**config.mk**
```make
export PLATFORM = sky130hd
export DESIGN_NAME = drb_burst
export DESIGN_NICKNAME = d
export VERILOG_FILES = /design/src/drb_pkg.sv /design/src/drb_mem_if.sv /design/src/drb_sync.sv /design/src/drb_mem.sv /design/src/drb_burst.sv
export SDC_FILE = /design/constraint.sdc
export NUM_CORES = 2
export LEC_CHECK = 0
export BUFFER_PORTS_ARGS = -buffer_cell sky130_fd_sc_hd__buf_2
export CORE_MARGIN = 2
export CORE_UTILIZATION = 57
export DETAILED_ROUTE_END_ITERATION = 8
export PLACE_DENSITY = 0.8
export SYNTH_ARGS = -nofsm -noshare
export SYNTH_HDL_FRONTEND = slang
export SYNTH_MEMORY_MAX_BITS = 65536
export SYNTH_SLANG_ARGS = --single-unit
export TNS_END_PERCENT = 50
```
**constraint.sdc**
```tcl
create_clock -name ref_clk_i -period 11.15 [get_ports ref_clk_i]
set_input_delay 0.5575 -clock ref_clk_i [delete_from_list [all_inputs] [get_ports ref_clk_i]]
set_output_delay 0.5575 -clock ref_clk_i [all_outputs]
set_load 0.05 [all_outputs]
```
**src/drb_pkg.sv**
```systemverilog
// Shared constants, types and helpers of the DDR3 burst datapath
package drb_pkg;

	// ==========================================================
	// Widths and depths
	localparam int DQ_W = 8;
	localparam int BANK_W = 3;
	localparam int ADDR_W = 14;
	localparam int COL_W = 10;
	localparam int BURST_W = 3;
	localparam int MEM_COL_W = 6;
	localparam int MEM_AW = BANK_W + MEM_COL_W;
	localparam int MEM_DEPTH = 512;
	localparam int PIPE_DEPTH = 32;
	localparam int LAT_W = 5;
	localparam int SYNC_W = 33;

	// ==========================================================
	// Field positions on the address pins
	localparam int A10_BIT = 10;
	localparam int A12_BIT = 12;

	// ==========================================================
	// Burst field codes and counts
	localparam logic [1:0] MODE_BL8 = 2'h0;
	localparam logic [1:0] MODE_OTF = 2'h1;
	localparam logic [1:0] MODE_BC4 = 2'h2;
	localparam logic [3:0] BL8_LEN = 4'h8;
	localparam logic [3:0] BC4_LEN = 4'h4;
	localparam logic [2:0] BL8_LAST = 3'h7;
	localparam logic [2:0] BC4_LAST = 3'h3;
	localparam logic [LAT_W-1:0] LAT_ONE = 5'h01;
	localparam logic [LAT_W-1:0] LAT_TWO = 5'h02;

	// ==========================================================
	// Types
	typedef struct packed {
		logic valid;
		logic wr;
		logic bc4;
		logic ap;
		logic [BANK_W-1:0] bank;
		logic [COL_W-1:0] col;
	} drb_cmd_type;

	typedef enum logic [1:0] {
		RD_IDLE = 2'h0,
		RD_PRE = 2'h1,
		RD_BURST = 2'h2
	} drb_rd_state_type;

	// ==========================================================
	// Reset values
	localparam drb_cmd_type CMD_IDLE = '0;

	// ==========================================================
	// Helpers
	function automatic logic is_bc4(input logic [1:0] mode, input logic a12);
		return (mode == MODE_BC4) || ((mode == MODE_OTF) && !a12);
	endfunction : is_bc4

	function automatic logic [2:0] last_idx(input logic bc4);
		return bc4 ? BC4_LAST : BL8_LAST;
	endfunction : last_idx

	function automatic logic [2:0] burst_col(input logic [2:0] start, input logic [2:0] idx,
		input logic ilv, input logic bc4);
		logic [2:0] s;
		s = ilv ? (start ^ idx) : (start + idx);
		if (bc4) begin
			s[2] = start[2];
		end
		return s;
	endfunction : burst_col

	function automatic logic [MEM_AW-1:0] mem_addr(input drb_cmd_type c, input logic [2:0] idx,
		input logic ilv);
		return {c.bank, c.col[MEM_COL_W-1:BURST_W], burst_col(c.col[BURST_W-1:0], idx, ilv, c.bc4)};
	endfunction : mem_addr

endpackage : drb_pkg

```
**src/drb_mem_if.sv**
```systemverilog
// Port bundle between the datapath and its data store
`timescale 1ns/100ps
interface drb_mem_if;
	import drb_pkg::*;
	logic we;
	logic [MEM_AW-1:0] waddr;
	logic [DQ_W-1:0] wdata;
	logic [MEM_AW-1:0] raddr;
	logic [DQ_W-1:0] rdata;
	modport ctrl (output we, output waddr, output wdata, output raddr, input rdata);
	modport store (input we, input waddr, input wdata, input raddr, output rdata);
endinterface : drb_mem_if

```
**src/drb_sync.sv**
```systemverilog
// Two-stage synchroniser for pin inputs
`timescale 1ns/100ps
module drb_sync #(
	parameter int WIDTH = 1
) (
	// Clock
	input wire logic ref_clk_i,
	input wire logic rst_i,
	input wire logic ce_i,
	// Data
	input wire logic [WIDTH-1:0] d_i,
	output logic [WIDTH-1:0] q_o
);
	logic [WIDTH-1:0] stage1;

	// ==========================================================
	// Stages
	always_ff @(posedge ref_clk_i) begin
		if (rst_i) begin
			stage1 <= '0;
			q_o <= '0;
		end else if (ce_i) begin
			stage1 <= d_i;
			q_o <= stage1;
		end
	end
endmodule : drb_sync

```
**src/drb_mem.sv**
```systemverilog
// Data store with registered read
`timescale 1ns/100ps
module drb_mem
	import drb_pkg::*;
(
	// Clock
	input wire logic ref_clk_i,
	input wire logic rst_i,
	input wire logic ce_i,
	// Store port
	drb_mem_if.store bus
);
	logic [DQ_W-1:0] arr [0:MEM_DEPTH-1];

	// ==========================================================
	// Write and read
	always_ff @(posedge ref_clk_i) begin
		if (ce_i && bus.we) begin
			arr[bus.waddr] <= bus.wdata;
		end
	end

	always_ff @(posedge ref_clk_i) begin
		if (rst_i) begin
			bus.rdata <= '0;
		end else if (ce_i) begin
			bus.rdata <= arr[bus.raddr];
		end
	end
endmodule : drb_mem

```
**src/drb_burst.sv**
```systemverilog
// DDR3 read and write burst datapath, device side
`timescale 1ns/100ps
// Behaviour
// - Burst field 00, or 01 with A12 high, gives an eight-element burst
// - Burst field 10, or 01 with A12 low, gives a four-element chop
// - Eight-element read sends the addressed element then seven more in burst order
// - Strobe held low, complement high, for the preamble; before the preamble strobes float
// - Strobe stays low for one half clock after the last transition
// - Before the preamble data lines float or terminate per the termination input
// - After the postamble data lines release or terminate per the termination input
// - Write carries bank, column and auto-precharge; auto-precharge closes row at end
// - A write burst always runs to its full length
// - First write element taken at strobe rise write latency after command, then each edge
// - Mask high at an element discards it; low writes it
// - With no burst pending the data lines float and extra input is ignored
// - Chained writes tCCD apart carry data straight after the previous burst
// - First read element appears additive plus CAS latency clocks after the read
// - Reads are never truncated; chained chop reads leave a data gap
module drb_burst
	import drb_pkg::*;
(
	// Clock, reset, enable
	input wire logic ref_clk_i,
	input wire logic rst_i,
	input wire logic ce_i,
	// Configuration
	input wire logic [1:0] burst_mode_i,
	input wire logic burst_order_i,
	input wire logic [3:0] add_lat_i,
	input wire logic [3:0] cas_lat_i,
	input wire logic [3:0] cas_wr_lat_i,
	// Link inputs
	input wire logic ck_i,
	input wire logic cs_n_i,
	input wire logic ras_n_i,
	input wire logic cas_n_i,
	input wire logic we_n_i,
	input wire logic [BANK_W-1:0] ba_i,
	input wire logic [ADDR_W-1:0] a_i,
	input wire logic odt_i,
	input wire logic dm_i,
	input wire logic [DQ_W-1:0] dq_i,
	input wire logic dqs_i,
	// Link drives
	output logic [DQ_W-1:0] dq_o,
	output logic dq_oe_o,
	output logic dq_term_o,
	output logic dqs_o,
	output logic dqs_n_o,
	output logic dqs_oe_o,
	// Status
	output logic row_close_o,
	output logic [BANK_W-1:0] row_close_bank_o,
	output logic rd_busy_o,
	output logic wr_busy_o
);
	// ==========================================================
	// Pin synchronisation and edges
	logic [SYNC_W-1:0] sync_q;
	logic ck_s, cs_n_s, ras_n_s, cas_n_s, we_n_s, odt_s, dm_s, dqs_s;
	logic [BANK_W-1:0] ba_s;
	logic [ADDR_W-1:0] a_s;
	logic [DQ_W-1:0] dq_s;
	logic ck_q, dqs_q;
	logic ck_rise, ck_fall, ck_edge, dqs_edge;

	drb_sync #(.WIDTH(SYNC_W)) u_sync (
		.ref_clk_i(ref_clk_i),
		.rst_i(rst_i),
		.ce_i(ce_i),
		.d_i({ck_i, cs_n_i, ras_n_i, cas_n_i, we_n_i, ba_i, a_i, odt_i, dm_i, dq_i, dqs_i}),
		.q_o(sync_q)
	);

	assign {ck_s, cs_n_s, ras_n_s, cas_n_s, we_n_s, ba_s, a_s, odt_s, dm_s, dq_s, dqs_s} = sync_q;

	always_ff @(posedge ref_clk_i) begin
		if (rst_i) begin
			ck_q <= 1'h0;
			dqs_q <= 1'h0;
		end else if (ce_i) begin
			ck_q <= ck_s;
			dqs_q <= dqs_s;
		end
	end

	assign ck_rise = ck_s & ~ck_q;
	assign ck_fall = ~ck_s & ck_q;
	assign ck_edge = ck_rise | ck_fall;
	assign dqs_edge = dqs_s ^ dqs_q;

	// ==========================================================
	// Command decode and latency pipeline
	logic cmd_hit;
	drb_cmd_type new_cmd;
	drb_cmd_type pipe [0:PIPE_DEPTH-1];
	logic [LAT_W-1:0] rd_lat, wr_lat;
	drb_cmd_type rd_due, rd_soon, wr_soon;
	logic rd_start, rd_pre_req;

	assign cmd_hit = ck_rise & ~cs_n_s & ras_n_s & ~cas_n_s;

	always_comb begin
		new_cmd.valid = cmd_hit;
		new_cmd.wr = ~we_n_s;
		new_cmd.bc4 = is_bc4(burst_mode_i, a_s[A12_BIT]);
		new_cmd.ap = a_s[A10_BIT];
		new_cmd.bank = ba_s;
		new_cmd.col = a_s[COL_W-1:0];
	end

	always_ff @(posedge ref_clk_i) begin
		if (rst_i) begin
			for (int i = 0; i < PIPE_DEPTH; i++) begin
				pipe[i] <= CMD_IDLE;
			end
		end else if (ce_i && ck_rise) begin
			pipe[0] <= new_cmd;
			for (int i = 1; i < PIPE_DEPTH; i++) begin
				pipe[i] <= pipe[i-1];
			end
		end
	end

	assign rd_lat = {1'h0, add_lat_i} + {1'h0, cas_lat_i};
	assign wr_lat = {1'h0, add_lat_i} + {1'h0, cas_wr_lat_i};
	assign rd_due = pipe[rd_lat - LAT_ONE];
	assign rd_soon = pipe[rd_lat - LAT_TWO];
	assign wr_soon = pipe[wr_lat - LAT_TWO];
	assign rd_start = ck_rise & rd_due.valid & ~rd_due.wr;
	assign rd_pre_req = ck_rise & rd_soon.valid & ~rd_soon.wr;

	// ==========================================================
	// Read sequencer
	drb_mem_if mb ();
	drb_rd_state_type rd_state;
	drb_cmd_type rd_cmd;
	logic [2:0] rd_idx;
	logic [MEM_AW-1:0] rd_addr;
	logic rd_load, rd_load_q, rd_drive, rd_last, rd_end;

	assign rd_last = rd_idx == last_idx(rd_cmd.bc4);
	assign rd_end = ck_rise & (rd_state == RD_BURST) & rd_last;

	always_ff @(posedge ref_clk_i) begin
		if (rst_i) begin
			rd_state <= RD_IDLE;
			rd_cmd <= CMD_IDLE;
			rd_idx <= 3'h0;
			rd_addr <= '0;
			rd_load <= 1'h0;
			rd_drive <= 1'h0;
			dqs_o <= 1'h0;
			dqs_n_o <= 1'h1;
			dqs_oe_o <= 1'h0;
		end else if (ce_i) begin
			rd_load <= 1'h0;
			if (rd_start) begin
				rd_state <= RD_BURST;
				rd_cmd <= rd_due;
				rd_idx <= 3'h0;
				rd_addr <= mem_addr(rd_due, 3'h0, burst_order_i);
				rd_load <= 1'h1;
				rd_drive <= 1'h1;
				dqs_o <= 1'h1;
				dqs_n_o <= 1'h0;
				dqs_oe_o <= 1'h1;
			end else begin
				unique case (rd_state)
					RD_IDLE: begin
						if (rd_pre_req) begin
							rd_state <= RD_PRE;
							dqs_o <= 1'h0;
							dqs_n_o <= 1'h1;
							dqs_oe_o <= 1'h1;
						end
					end
					RD_PRE: begin
						if (ck_rise) begin
							rd_state <= RD_IDLE;
							dqs_oe_o <= 1'h0;
						end
					end
					RD_BURST: begin
						if (ck_edge && !rd_last) begin
							rd_idx <= rd_idx + 3'h1;
							rd_addr <= mem_addr(rd_cmd, rd_idx + 3'h1, burst_order_i);
							rd_load <= 1'h1;
							dqs_o <= ck_rise;
							dqs_n_o <= ~ck_rise;
						end else if (rd_pre_req) begin
							rd_state <= RD_PRE;
							rd_drive <= 1'h0;
							dqs_o <= 1'h0;
							dqs_n_o <= 1'h1;
						end else if (ck_rise) begin
							rd_state <= RD_IDLE;
							rd_drive <= 1'h0;
							dqs_oe_o <= 1'h0;
						end
					end
					default: begin
						rd_state <= RD_IDLE;
					end
				endcase
			end
		end
	end

	assign mb.raddr = rd_addr;

	// Output data one cycle behind the store read
	always_ff @(posedge ref_clk_i) begin
		if (rst_i) begin
			rd_load_q <= 1'h0;
			dq_o <= '0;
			dq_oe_o <= 1'h0;
			dq_term_o <= 1'h0;
		end else if (ce_i) begin
			rd_load_q <= rd_load;
			if (rd_load_q) begin
				dq_o <= mb.rdata;
			end
			dq_oe_o <= rd_drive;
			dq_term_o <= odt_s & ~rd_drive;
		end
	end

	// ==========================================================
	// Write sequencer
	drb_cmd_type wr_pend_cmd, wr_cmd;
	logic wr_pend, wr_act, slot_valid, wr_last, wr_end;
	logic [2:0] wr_idx;
	logic [MEM_AW-1:0] slot_addr;

	assign wr_last = wr_idx == last_idx(wr_cmd.bc4);
	assign wr_end = ck_edge & wr_act & wr_last;

	always_ff @(posedge ref_clk_i) begin
		if (rst_i) begin
			wr_pend <= 1'h0;
			wr_pend_cmd <= CMD_IDLE;
			wr_act <= 1'h0;
			wr_cmd <= CMD_IDLE;
			wr_idx <= 3'h0;
			slot_valid <= 1'h0;
			slot_addr <= '0;
		end else if (ce_i) begin
			if (ck_rise && wr_soon.valid && wr_soon.wr) begin
				wr_pend <= 1'h1;
				wr_pend_cmd <= wr_soon;
			end else if (ck_fall && wr_pend) begin
				wr_pend <= 1'h0;
			end
			if (ck_fall && wr_pend) begin
				wr_act <= 1'h1;
				wr_cmd <= wr_pend_cmd;
				wr_idx <= 3'h0;
				slot_valid <= 1'h1;
				slot_addr <= mem_addr(wr_pend_cmd, 3'h0, burst_order_i);
			end else if (ck_edge && wr_act && !wr_last) begin
				wr_idx <= wr_idx + 3'h1;
				slot_valid <= 1'h1;
				slot_addr <= mem_addr(wr_cmd, wr_idx + 3'h1, burst_order_i);
			end else if (wr_end) begin
				wr_act <= 1'h0;
				slot_valid <= 1'h0;
			end else if (dqs_edge && slot_valid) begin
				slot_valid <= 1'h0;
			end
		end
	end

	assign mb.we = ce_i & dqs_edge & slot_valid & ~dm_s;
	assign mb.waddr = slot_addr;
	assign mb.wdata = dq_s;

	drb_mem u_mem (
		.ref_clk_i(ref_clk_i),
		.rst_i(rst_i),
		.ce_i(ce_i),
		.bus(mb)
	);

	// ==========================================================
	// Row close and status
	always_ff @(posedge ref_clk_i) begin
		if (rst_i) begin
			row_close_o <= 1'h0;
			row_close_bank_o <= '0;
			rd_busy_o <= 1'h0;
			wr_busy_o <= 1'h0;
		end else if (ce_i) begin
			row_close_o <= 1'h0;
			if (rd_end && rd_cmd.ap) begin
				row_close_o <= 1'h1;
				row_close_bank_o <= rd_cmd.bank;
			end else if (wr_end && wr_cmd.ap) begin
				row_close_o <= 1'h1;
				row_close_bank_o <= wr_cmd.bank;
			end
			rd_busy_o <= rd_state != RD_IDLE;
			wr_busy_o <= wr_act | wr_pend;
		end
	end

	// ==========================================================
	// Checks
	logic [3:0] rd_elems;

	always_ff @(posedge ref_clk_i) begin
		if (rst_i) begin
			rd_elems <= 4'h0;
		end else if (ce_i) begin
			rd_elems <= rd_start ? 4'h0 : rd_elems + {3'h0, rd_load};
		end
	end
endmodule : drb_burst

```
==> results.rst <==
.. list-table::
   :header-rows: 1

   * - Metric
     - Value
   * - Total I/O pin count
     - 70
   * - Startpoint kind of the worst setup timing path
     - primary input
   * - Total power density per cell area
     - 173.6 mW/mm²
   * - Area enclosed by the die boundary
     - 0.3334 mm²
   * - Footprint of the multi-input gates
     - 0.04579 mm²
   * - Total of endpoints with negative setup slack in the final report
     - 0
   * - Clock Tree Buf Depth
     - 4
   * - Worst-Skew Late Latency
     - 1.01 ns
   * - Class of the most critical hold timing path
     - primary input to flip-flop
   * - Detail Route Antenna Nets
     - 0
   * - Post-synthesis sequential area ratio
     - 73.87%
   * - Number of distinct library cell variants in the gate-level netlist after synthesis
     - 93
   * - Clock H-tree levels
     - 5
   * - Setup ws final
     - 5.356 ns
   * - Critical path required time
     - 12.03 ns
   * - Global-route wire length before repair
     - 706.8 mm
   * - Detailed Route WL
     - 488.5 mm
   * - Horizontal die dimension
     - 577.4 µm
   * - Sequential standard cell area
     - 0.1385 mm²
   * - Hold-fix buffers at CTS
     - 28
   * - Layout cell share with drive strength beyond 1
     - 24.36%
   * - Total negative slack for setup checks
     - 0 ns
   * - Kind of cell adding the most delay to the critical path
     - adder cells
   * - Number of nets in the synthesized netlist
     - 9109
   * - Count of placed standard cells including taps
     - 12970
   * - Shortest clock period the worst path allows after layout
     - 5.794 ns
   * - Cell area after synthesis
     - 0.1874 mm²
   * - Area growth, synth to finish
     - 9.785%
   * - Leading cell types by total area after synthesis
     - edfxtp_1, mux4_2, dfxtp_1
   * - Count of flip-flops with a built-in enable after synthesis
     - 4512
   * - Number of cells upsized or downsized after cts
     - 0
   * - Cell with the largest stage delay on the worst path
     - fa_1
   * - Endpoints failing hold
     - 0
   * - Fmax
     - 172.6 MHz
   * - Pin count of the biggest net entering global routing
     - 218
   * - Number of violations reported at the end of detailed-routing iteration 0
     - 16080
   * - Flops & latches, synth
     - 4660
   * - Yosys top cell by area
     - edfxtp_1
   * - Number of buffers inserted during clock tree synthesis
     - 441
   * - Wire per inst
     - 35.28 µm
   * - Maximum clock skew at final layout
     - 0.07319 ns
   * - Final cycle utilization of the critical path
     - 51.97%
   * - FFs w/ async S/R, synth
     - 0%
   * - Effective utilization at floorplan
     - 57.30%
   * - Critical path start-end classification
     - primary input to flip-flop
   * - Outcome
     - completed
   * - Arrival @ worst endpoint
     - 6.67 ns
   * - Floorplan die height
     - 577.4 µm
   * - Top cell type's share of synthesized area
     - 72.29%
   * - Type of destination of the critical path
     - flip-flop
   * - YS warnings
     - 0
   * - Cell mode on critical path
     - ha_4
   * - Maximum fanout along the worst path
     - 66
   * - Slew at the pin closest to its max-slew limit
     - 1.410 ns
   * - Number of cell rows
     - 210
   * - Post-placement setup slack
     - 4.545 ns
   * - Slew Limit Fails
     - 0
   * - Via count
     - 97870
   * - Final cell count without fillers
     - 13840
   * - Post-CTS Setup Bufs
     - 0
   * - Half-perimeter wire length after placement
     - 253.6 mm
   * - First-pass iteration count of the detailed router
     - 6
   * - Number of cells produced by synthesis
     - 9029
   * - Post-detailed-route DRC marker count
     - 0
   * - Routability-driven placement congestion ratio
     - 0.8385
   * - CP cell instances
     - buf_2 > ha_4 > fa_1 > inv_1 > ha_4 > buf_4 > nor3b_1 > a31oi_1 > mux4_2 > mux2i_1 > and3_1 > o311ai_1 > o21ai_0 > o211a_1
   * - Clock-pin slew reported for the worst setup and hold paths after clock tree synthesis
     - 0.06 ns
   * - Vias in the first global route
     - 98260
   * - Unrepaired setup endpoints after global routing
     - no
   * - TritonCTS clock tree
     - yes
   * - Grt ovf
     - 0
   * - Crit path buffers/inverters
     - 3
   * - P_leak
     - 61.19 nW
   * - Synthesized area per cell
     - 20.76 µm²
   * - Number of antenna violations at the first check in global routing
     - 28
   * - Core area
     - 0.3271 mm²
   * - Count leader, synth
     - edfxtp_1
   * - Peak per-stage delay on the critical path
     - 1.21 ns
   * - CTS Root Buffer Type
     - clkbuf_16
   * - Highest ir drop seen on vdd
     - 176.1 µV
   * - GR Util All Layers
     - 29.27%
   * - Post-detailed-route via-to-cell ratio
     - 7.070
   * - Max-cap check violation count
     - 0
   * - Final #Nets
     - 9177
   * - Most instantiated flip-flop cell in the synthesis netlist
     - edfxtp_1
   * - CTS sink count
     - 4660
   * - Port Buffer Count
     - 63
   * - Slew margin rel.
     - 6.022%
   * - Fillcell total
     - 19950
   * - Most instantiated cells after synthesis
     - edfxtp_1, mux4_2, nor2_1
-- through the flow --
stage	instance area (µm²)	utilization, %	hold WS [ns]	power, mW
after floorplan	187400	-	0.4316	20.81
after global placement	191500	58.53	0.4459	21.16
after detailed placement	191500	58.53	0.4538	21.21
after CTS	205700	62.89	0.01521	35.73
after global routing	205700	62.89	0.06744	36.38
final	205800	62.90	0.04861	35.71
-- placed cells by master (no fill, tap or decap), types with 62 or more instances in the layout --
master     synthesis  routed
mux2i_1          216     216
mux4_2          1373    1373
nand3_1           74      67
nor2_1           731     728
clkbuf_16          0     447
edfxtp_1        4512    4512
clkbuf_1         303     105
buf_4             62     118
nor2b_1          207     207
a21oi_1           95      95
clkinv_1           1     103
nand2_1          185     175
clkinv_2           0      74
o21ai_0           62      62
and3_1           233     233
dfxtp_1          148     136
o22ai_1           94      94
-- layer usage --
metal,track usage [%],share of wire (%)
met1,38.92,34
met2,46.69,49
met3,6.818,12
met4,13.16,5.2
met5,0,0.024
-- cell families after synthesis --
| family | share of synthesized area (%) |
|---|---|
| xor+xnor | 0.1175 |
| compound gates | 1.580 |
| buf+inv | 1.864 |
| fa+ha+maj | 0.2096 |
| simple gates | 4.021 |
| flops | 73.87 |
| mux | 18.34 |
-- registers in the layout, summed over array words and instances, names as in the netlist, 2 cells and up --
signal and flops:
u_sync.q_o 27, rd_state 2, rd_idx 3, wr_idx 3
rd_cmd 11, mb.waddr 9, mb.raddr 9, wr_pend_cmd 11
u_sync.stage1 27, pipe 416, wr_cmd 11, u_mem.arr 4096
row_close_bank_o 3, u_mem.bus.rdata 8, dq_o 8
-- final cells by class --
| cell class | instances | share of cell area, % |
|---|---|---|
| Timing Repair Buffer | 227 | 0.9030 |
| Inverter | 38 | 0.08026 |
| Clock buffer | 562 | 5.694 |
| Sequential cell | 4660 | 67.31 |
| Clock inverter | 260 | 1.094 |
| Multi-Input combinational cell | 3729 | 22.25 |
| Antenna cell | 22 | 0.02675 |
| Tap cell | 4346 | 2.643 |
-- worst register-to-register path, cell delays in order (launching register included) --
cell and delay [ns]:
dfxtp_4 0.83, buf_4 0.80, buf_4 0.93, mux4_2 0.46, mux4_2 0.29, o22ai_1 0.15, or4_1 0.57, nor3_1 0.88
nand3_1 0.19, a311oi_1 0.30
-- where the power goes --
group / switching [mW] / leakage (nW) / internal, mW
registers: 0.105 / 39.8 / 19.2
clock network: 6.75 / 6.77 / 8.09
logic: 0.944 / 14.6 / 0.630
-- final timing paths --
path | from | end | slack (ns) | depth (start not counted)
hold reg to reg | slot_valid$_SDFFE_PP0P_ | slot_valid$_SDFFE_PP0P_ | 0.46 | 2
setup / recovery | add_lat_i[0] | mb.raddr[7]$_SDFFE_PP0P_ | 5.36 | 14
setup reg to reg | mb.raddr[1]$_SDFFE_PP0P_ | u_mem.bus.rdata[3]$_SDFFE_PP0P_ | 5.68 | 9
hold / removal | rst_i | u_sync.stage1[8]$_SDFFE_PP0P_ | 0.05 | 2
Power figures use the tool's default switching activity.
